[config.mk]
export PLATFORM = sky130hd
export DESIGN_NAME = fsdb_diag_builder
export DESIGN_NICKNAME = d
export VERILOG_FILES = /design/src/fsdb_pkg.sv /design/src/fsdb_diag_builder.sv /design/src/fsdb_apb.sv /design/src/fsdb_record.sv
export SDC_FILE = /design/constraint.sdc
export NUM_CORES = 1
export LEC_CHECK = 0
export BUFFER_PORTS_ARGS = -buffer_cell sky130_fd_sc_hd__buf_2
export CAP_MARGIN = 10
export CORE_ASPECT_RATIO = 1.5
export CORE_MARGIN = 1
export CORE_UTILIZATION = 45
export CTS_CLUSTER_DIAMETER = 30
export DETAILED_ROUTE_END_ITERATION = 8
export GPL_TIMING_DRIVEN = 0
export HOLD_SLACK_MARGIN = 0.15
export PLACE_DENSITY = 0.7
export SLEW_MARGIN = 10
export SYNTH_ARGS = -nofsm -noshare
export SYNTH_HDL_FRONTEND = slang
export SYNTH_SLANG_ARGS = --single-unit
[constraint.sdc]
create_clock -name ref_clk_in -period 12.3 [get_ports ref_clk_in]
set_input_delay 1.23 -clock ref_clk_in [delete_from_list [all_inputs] [get_ports ref_clk_in]]
set_output_delay 1.23 -clock ref_clk_in [all_outputs]
set_load 0.01 [all_outputs]
[src/fsdb_pkg.sv]
// Package of constants for the fieldbus slave diagnostic record builder
package fsdb_pkg;
    localparam int          REC_LEN        = 16;
    localparam logic [7:0]  OFS_STATUS     = 8'h00;
    localparam logic [7:0]  OFS_USER0      = 8'h04;
    localparam logic [7:0]  OFS_USER1      = 8'h08;
    localparam logic [7:0]  OFS_CTRL       = 8'h0c;
    localparam logic [7:0]  OFS_STATE      = 8'h10;
    localparam int          ST_VALID_BIT   = 0;
    localparam int          ST_DELETE_BIT  = 1;
    localparam logic [7:0]  ST_MASK        = 8'h03;
    localparam logic [7:0]  ST0_MASK       = 8'h5e;
    localparam logic [7:0]  ST1_MASK       = 8'h3b;
    localparam logic [7:0]  ST1_FIXED_ONE  = 8'h04;
    localparam logic [7:0]  ST2_MASK       = 8'h80;
    localparam logic [7:0]  DEV_LEN_CODE   = 8'h0a;
    localparam logic [7:0]  MSG_USER_VALID = 8'h40;
    localparam logic [7:0]  MSG_ERR_FIRST  = 8'h12;
    localparam logic [7:0]  MSG_ERR_LAST   = 8'h17;
    localparam logic [7:0]  MSG_NONE       = 8'h00;
    localparam int          USER_FIRST     = 11;
    localparam int          USER_BYTES     = 5;
    localparam logic [7:0]  IMG_BASE_RST   = 8'h00;
    typedef enum logic [1:0] {
        TX_IDLE,
        TX_SEND
    } fsdb_tx_state_type;
endpackage

[src/fsdb_diag_builder.sv]
// Fieldbus slave diagnostic record builder with APB registers
//
// Local design decision: the APB register port.
`timescale 1ns/1ps
`default_nettype none
module fsdb_diag_builder (
    input  wire logic        ref_clk_in,
    input  wire logic        sys_rst_in,
    input  wire logic        clk_en_in,
    input  wire logic        psel_in,
    input  wire logic        penable_in,
    input  wire logic        pwrite_in,
    input  wire logic [7:0]  paddr_in,
    input  wire logic [31:0] pwdata_in,
    output logic [31:0]      prdata_out,
    output logic             pready_out,
    output logic             pslverr_out,
    input  wire logic [7:0]  st0_flags_in,
    input  wire logic [7:0]  st1_flags_in,
    input  wire logic [7:0]  master_addr_in,
    input  wire logic [15:0] ident_in,
    input  wire logic        err_valid_in,
    input  wire logic [7:0]  err_code_in,
    input  wire logic        diag_req_in,
    input  wire logic        tx_ready_in,
    output logic             tx_valid_out,
    output logic [7:0]       tx_byte_out,
    output logic             tx_last_out,
    output logic [7:0]       img_base_out,
    output logic             diag_active_out
);
    localparam int IDXW = $clog2(fsdb_pkg::REC_LEN);

    function automatic logic bad_status(input logic [7:0] v);
        bad_status = (v & fsdb_pkg::ST_MASK) == fsdb_pkg::ST_MASK;
    endfunction

    logic [7:0]   status_q, status_d;
    logic [39:0]  user_q, user_d;
    logic [7:0]   base_q, base_d;
    logic [7:0]   msg_q, msg_d;
    logic         active_q, active_d;
    logic         ovf_q, ovf_d;
    logic         pend_q, pend_d;
    logic [127:0] frame_q, frame_d;
    logic [IDXW-1:0] idx_q, idx_d;
    fsdb_pkg::fsdb_tx_state_type state_q, state_d;

    logic         wr_status, wr_user0, wr_user1, wr_ctrl;
    logic [127:0] record;
    logic [7:0]   new_status;
    logic         start_diag, del_diag, err_hit, is_last;

    fsdb_apb u_apb (
        .psel_in       (psel_in),
        .penable_in    (penable_in),
        .pwrite_in     (pwrite_in),
        .paddr_in      (paddr_in),
        .rd_status_in  (status_q),
        .rd_user_in    (user_q),
        .rd_ctrl_in    ({msg_q, base_q}),
        .rd_state_in   ({4'h0, ovf_q, pend_q,
                         state_q == fsdb_pkg::TX_SEND, active_q}),
        .wr_status_out (wr_status),
        .wr_user0_out  (wr_user0),
        .wr_user1_out  (wr_user1),
        .wr_ctrl_out   (wr_ctrl),
        .prdata_out    (prdata_out),
        .pslverr_out   (pslverr_out)
    );

    fsdb_record u_rec (
        .st0_in         (st0_flags_in),
        .st1_in         (st1_flags_in),
        .overflow_in    (ovf_q),
        .master_addr_in (master_addr_in),
        .ident_in       (ident_in),
        .msg_code_in    (msg_q),
        .user_in        (user_q),
        .record_out     (record)
    );

    assign pready_out      = 1'b1;
    assign img_base_out    = base_q;
    assign diag_active_out = active_q;

    // Register writes and diagnostic release
    always_comb begin
        new_status = status_q;
        user_d     = user_q;
        base_d     = base_q;
        if (wr_status) begin
            new_status = pwdata_in[7:0] & fsdb_pkg::ST_MASK;
        end
        if (wr_user0) begin
            user_d[31:0] = pwdata_in;
        end
        if (wr_user1) begin
            user_d[39:32] = pwdata_in[7:0];
        end
        if (wr_ctrl) begin
            base_d = pwdata_in[7:0];
        end
        start_diag = wr_status && !bad_status(new_status)
                     && new_status[fsdb_pkg::ST_VALID_BIT]
                     && !status_q[fsdb_pkg::ST_VALID_BIT];
        del_diag   = wr_status && !bad_status(new_status)
                     && new_status[fsdb_pkg::ST_DELETE_BIT];
        status_d   = bad_status(new_status) ? status_q : new_status;
        err_hit    = err_valid_in
                     && err_code_in >= fsdb_pkg::MSG_ERR_FIRST
                     && err_code_in <= fsdb_pkg::MSG_ERR_LAST;
        active_d   = active_q;
        msg_d      = msg_q;
        if (del_diag) begin
            active_d = 1'b0;
            msg_d    = fsdb_pkg::MSG_NONE;
        end
        if (start_diag) begin
            active_d = 1'b1;
            msg_d    = fsdb_pkg::MSG_USER_VALID;
        end
        if (err_hit) begin
            msg_d = err_code_in;
        end
    end

    // Transmit sequencer
    always_comb begin
        state_d = state_q;
        idx_d   = idx_q;
        frame_d = frame_q;
        pend_d  = pend_q | diag_req_in | start_diag | err_hit;
        ovf_d   = ovf_q;
        is_last = idx_q == IDXW'(fsdb_pkg::REC_LEN - 1);
        if (state_q == fsdb_pkg::TX_SEND && (diag_req_in || err_hit)) begin
            ovf_d = 1'b1;
        end
        unique case (state_q)
            fsdb_pkg::TX_IDLE: begin
                if (pend_q) begin
                    frame_d = record;
                    ovf_d   = 1'b0;
                    idx_d   = '0;
                    pend_d  = diag_req_in | start_diag | err_hit;
                    state_d = fsdb_pkg::TX_SEND;
                end
            end
            fsdb_pkg::TX_SEND: begin
                if (tx_ready_in) begin
                    frame_d = {8'h00, frame_q[127:8]};
                    idx_d   = idx_q + 1'b1;
                    if (is_last) begin
                        idx_d   = '0;
                        state_d = fsdb_pkg::TX_IDLE;
                    end
                end
            end
        endcase
        tx_valid_out = state_q == fsdb_pkg::TX_SEND;
        tx_last_out  = tx_valid_out && is_last;
        tx_byte_out  = frame_q[7:0];
    end

    always_ff @(posedge ref_clk_in or posedge sys_rst_in) begin
        if (sys_rst_in) begin
            status_q <= 8'h00;
            user_q   <= '0;
            base_q   <= fsdb_pkg::IMG_BASE_RST;
            msg_q    <= fsdb_pkg::MSG_NONE;
            active_q <= 1'b0;
            ovf_q    <= 1'b0;
            pend_q   <= 1'b0;
            frame_q  <= '0;
            idx_q    <= '0;
            state_q  <= fsdb_pkg::TX_IDLE;
        end else if (clk_en_in) begin
            status_q <= status_d;
            user_q   <= user_d;
            base_q   <= base_d;
            msg_q    <= msg_d;
            active_q <= active_d;
            ovf_q    <= ovf_d;
            pend_q   <= pend_d;
            frame_q  <= frame_d;
            idx_q    <= idx_d;
            state_q  <= state_d;
        end
    end
endmodule
`default_nettype wire

[src/fsdb_apb.sv]
// APB slave register decoder and read mux
`timescale 1ns/1ps
`default_nettype none
module fsdb_apb (
    input  wire logic        psel_in,
    input  wire logic        penable_in,
    input  wire logic        pwrite_in,
    input  wire logic [7:0]  paddr_in,
    input  wire logic [7:0]  rd_status_in,
    input  wire logic [39:0] rd_user_in,
    input  wire logic [15:0] rd_ctrl_in,
    input  wire logic [7:0]  rd_state_in,
    output logic             wr_status_out,
    output logic             wr_user0_out,
    output logic             wr_user1_out,
    output logic             wr_ctrl_out,
    output logic [31:0]      prdata_out,
    output logic             pslverr_out
);
    logic access;
    logic hit;
    always_comb begin
        access        = psel_in & penable_in;
        wr_status_out = 1'b0;
        wr_user0_out  = 1'b0;
        wr_user1_out  = 1'b0;
        wr_ctrl_out   = 1'b0;
        prdata_out    = 32'h0000_0000;
        hit           = 1'b1;
        unique case (paddr_in)
            fsdb_pkg::OFS_STATUS: begin
                wr_status_out = access & pwrite_in;
                prdata_out    = {24'h00_0000, rd_status_in};
            end
            fsdb_pkg::OFS_USER0: begin
                wr_user0_out = access & pwrite_in;
                prdata_out   = rd_user_in[31:0];
            end
            fsdb_pkg::OFS_USER1: begin
                wr_user1_out = access & pwrite_in;
                prdata_out   = {24'h00_0000, rd_user_in[39:32]};
            end
            fsdb_pkg::OFS_CTRL: begin
                wr_ctrl_out = access & pwrite_in;
                prdata_out  = {16'h0000, rd_ctrl_in};
            end
            fsdb_pkg::OFS_STATE: begin
                prdata_out = {24'h00_0000, rd_state_in};
            end
            default: begin
                hit = 1'b0;
            end
        endcase
        pslverr_out = access & ~hit;
    end
endmodule
`default_nettype wire

[src/fsdb_record.sv]
// Combinational assembly of the sixteen-byte diagnostic record
`timescale 1ns/1ps
`default_nettype none
module fsdb_record (
    input  wire logic [7:0]   st0_in,
    input  wire logic [7:0]   st1_in,
    input  wire logic         overflow_in,
    input  wire logic [7:0]   master_addr_in,
    input  wire logic [15:0]  ident_in,
    input  wire logic [7:0]   msg_code_in,
    input  wire logic [39:0]  user_in,
    output logic [127:0]      record_out
);
    always_comb begin
        record_out          = '0;
        record_out[7:0]     = st0_in & fsdb_pkg::ST0_MASK;
        record_out[15:8]    = (st1_in & fsdb_pkg::ST1_MASK)
                              | fsdb_pkg::ST1_FIXED_ONE;
        record_out[23:16]   = {overflow_in, 7'h00};
        record_out[31:24]   = master_addr_in;
        record_out[39:32]   = ident_in[15:8];
        record_out[47:40]   = ident_in[7:0];
        record_out[55:48]   = fsdb_pkg::DEV_LEN_CODE;
        record_out[63:56]   = msg_code_in;
        record_out[127:88]  = user_in;
    end
endmodule
`default_nettype wire

==> summary.md <==
| Metric | Value |
|---|---|
| Seq/Total Area, Yosys | 0.577 |
| Grt peak-use layer | met2 |
| Worst path required time | 11.07 ns |
| Syn Inst Count | 714 |
| CP Launch Point | paddr_in[7] |
| Hold path depth | 2 |
| Port bufs | 141 |
| Area of the core | between 15,000 and 20,000 um^2 |
| Final Hold Viols | 0 |
| Die X | 114 um |
| Row count | 60 |
| Clock Skew | between 0.007 and 0.008 ns |
| Max frequency | 220 MHz |
| Initial antenna violation count | 0 |
| Routed WL per cell | 18.4 um |
| Vias post-DR | 6,105 |
| Cell area after synthesis | between 8000 and 9000 um^2 |
| Htree depth | 4 |
| Met1 usage | 0.280 |
| Root Buffer | clkbuf_16 |
| Clk buf depth | 2 |
| Global Route Usage Sum | 0.229 |
| Initial core utilization | 0.465 |
| Setup TNS | 0 ns |
| Io pins | 150 |
| CTS tree | built |
| Max-Cap Viols | 0 |
| FF+latch count, synth | between 150 and 200 |
| Layout fillers | approximately 1,600 |
| Synth Area per Inst | 11.8 um^2 |
| Worst-skew pair later-pin latency | 0.44 ns |
| CTS Buf Count | 17 |
| Die ar. | 19,300 um^2 |
| Pre-antenna DRT Iters | 5 |
| Hold WC Path Type | reg -> reg |
| Vias per cell | 5.38 |
| FF-to-FF path depth | 7 |
| Antenna-violating nets left | 0 |
| Post-DP HPWL | 15,200 um |
| Vias in the first global route | 6,176 |
| Prevailing post-synth register cell | dfrtp_1 |
| Iter 0 DRT Violations | 329 |
| Min-delay src | frame_q[56] |
| Status | finished, final reports clean |
| VDD IR max | 0.0880 mV |
| R2R Path Start | state_q[0] |
| Post-synth EDFFs | 0 |
| Post-CTS resize count | 0 |
| Synth-to-Final Area Change | 19.5% |
| Clock sink count | 194 |
| Async S/R FF share, synth | 1.00 |
| # hold bufs at CTS | 0 |
| DRT Wirelength | 20,900 um |
| Die Ht | about 170 um |
| Post-layout min period | approximately 4.5 ns |
| Share of layout cells above drive strength 1 | 0.280 |
| CP Launch Type | input pin |
| Max-Slew Margin vs Limit | 0.482 |
| Warnings, synthesis | 0 |
| M3 GR Usage | 0.0443 |
| Nets@finish | 973 |
| Routability cong. | roughly 0.85 |
| Setup crit end kind | primary output |
| Power per cell area | between 150 and 200 nW/um^2 |
| Period utilization | 0.370 |
| Largest net degree at the start of global routing | 103 |
| Grt met2 use | 0.388 |
| First-pass GRT wire length | 33,100 um |
| Grt ovf | 0 |
| RSZ-0062 raised after global routing | no |
| Setup Fix Bufs, Post-CTS | 0 |
| Leakage | 5.33 nW |
| Yosys cell types | 46 |
| Crit Path Max Fanout | 10 |
| Diodes inserted | 0 |
| CTS clk-pin slew, worst paths | 0.06 ns |
| Post-Syn Nets | between 800 and 900 |
| Worst-margin pin slew | 0.777 ns |
| DRC errors left | 0 |
| Post-layout util | 0.556 |
| CP arrival | 3.32 ns |
| Final slew viol count | 0 |
| Setup CP Type | in -> out |
| # setup viols final | 0 |
layout make-up:
class,count,area [um^2],share of cell area
Timing Repair Buffer,142,733,0.0729
Clock buffer,23,488,0.0485
Multi-Input combinational cell,456,3270,0.325
Tap cell,248,310,0.0309
Inverter,5,26.3,0.00261
Buffer,59,267,0.0265
Clock inverter,8,103,0.0102
Sequential cell,194,4850,0.483
report_power, final:
| group | leakage, nW | internal (mW) | total [mW] | switching [mW] |
|---|---|---|---|---|
| logic | 2.40 | 0.145 | 0.349 | 0.205 |
| clock network | 0.285 | 0.320 | 0.553 | 0.233 |
| registers | 2.64 | 0.726 | 0.785 | 0.0594 |
kinds of logic (layout without fill, tap and decap cells):
family	Yosys count	after routing	synth area share
compound gates	172	172	0.138
fa+ha+maj	1	1	0.00149
buf+inv	64	237	0.0339
flops	194	194	0.577
mux	130	130	0.164
other cells	1	1	0.000446
simple gates	152	152	0.0854
metal layers:
metal,wire [um],vias to the layer above,share of wire
li1,-,2872,-
met2,10500,174,0.50
met3,896,38,0.043
met5,0,-,0
met4,799,0,0.038
met1,8750,3021,0.42
sequential cells by signal (all words and copies together) (netlist names):
register,cells
pend_q,1
frame_q,128
state_q,1
idx_q,4
msg_q,8
ovf_q,1
diag_active_out,1
status_q,2
user_q,40
img_base_out,8
critical path, cell delays in order:
cell,delay [ns]
buf_2,0.10
or4_4,0.55
or2_1,0.23
buf_2,0.20
nor2b_1,0.12
buf_2,0.21
buf_2,0.30
a22o_1,0.22
buf_2,0.14
cell usage after synthesis (2+ instances only):
cell type | number | area [um^2]
o21ai_0 | 86 | 430
o211ai_1 | 2 | 15.0
and3_1 | 6 | 37.5
a22o_1 | 60 | 526
nor3_1 | 3 | 15.0
dfrtp_1 | 194 | 4850
or2_2 | 2 | 12.5
buf_4 | 9 | 67.6
o22a_1 | 5 | 43.8
clkbuf_1 | 36 | 135
nor2b_1 | 5 | 31.3
mux2_2 | 50 | 563
or2_1 | 2 | 12.5
mux2i_1 | 76 | 761
nand2_1 | 85 | 319
inv_1 | 5 | 18.8
buf_2 | 9 | 45.0
a221o_1 | 2 | 20.0
a22oi_1 | 6 | 45.0
nand3_1 | 5 | 25.0
o22ai_1 | 2 | 12.5
mux2_1 | 3 | 33.8
a21oi_1 | 3 | 15.0
buf_1 | 5 | 18.8
nor2_1 | 16 | 60.1
and2_1 | 17 | 106
layout by cell type (no fill, tap or decap), types with 3 or more instances in the layout:
cell type	n
and2_1	17
buf_2	150
mux2_1	3
a22o_1	60
dfrtp_1	194
nor2_1	16
buf_4	9
a22oi_1	6
and3_1	6
o21ai_0	86
nand2_1	85
clkbuf_16	17
a21oi_1	3
nand3_1	5
buf_1	5
nor2b_1	5
clkbuf_1	38
mux2i_1	76
o22a_1	5
nor3_1	3
inv_1	4
clkbuf_8	4
mux2_2	50
worst paths after layout:
path	end	slack [ns]
worst max-delay path	prdata_out[10]	7.75
worst min-delay path	frame_q[56]	0.48
worst max register to register	frame_q[94]	9.43
worst min register to register	frame_q[56]	0.48
max in group asynchronous	frame_q[45]	10.52
min in group asynchronous	img_base_out[0]	0.88
metrics by stage:
stage	worst slack (ns)	hold WS (ns)	area [um^2]	std cells	power, mW
after global routing	7.62	0.507	10100	1135	1.77
after detailed placement	7.71	0.470	9460	1104	1.15
after global placement	3.63	0.461	9430	1103	1.14
after CTS	7.72	0.485	10100	1135	1.70
final	7.75	0.479	10100	1135	1.69
after floorplan	5.79	0.450	8410	714	1.02
Note: power is estimated with default switching activity, not from simulation.
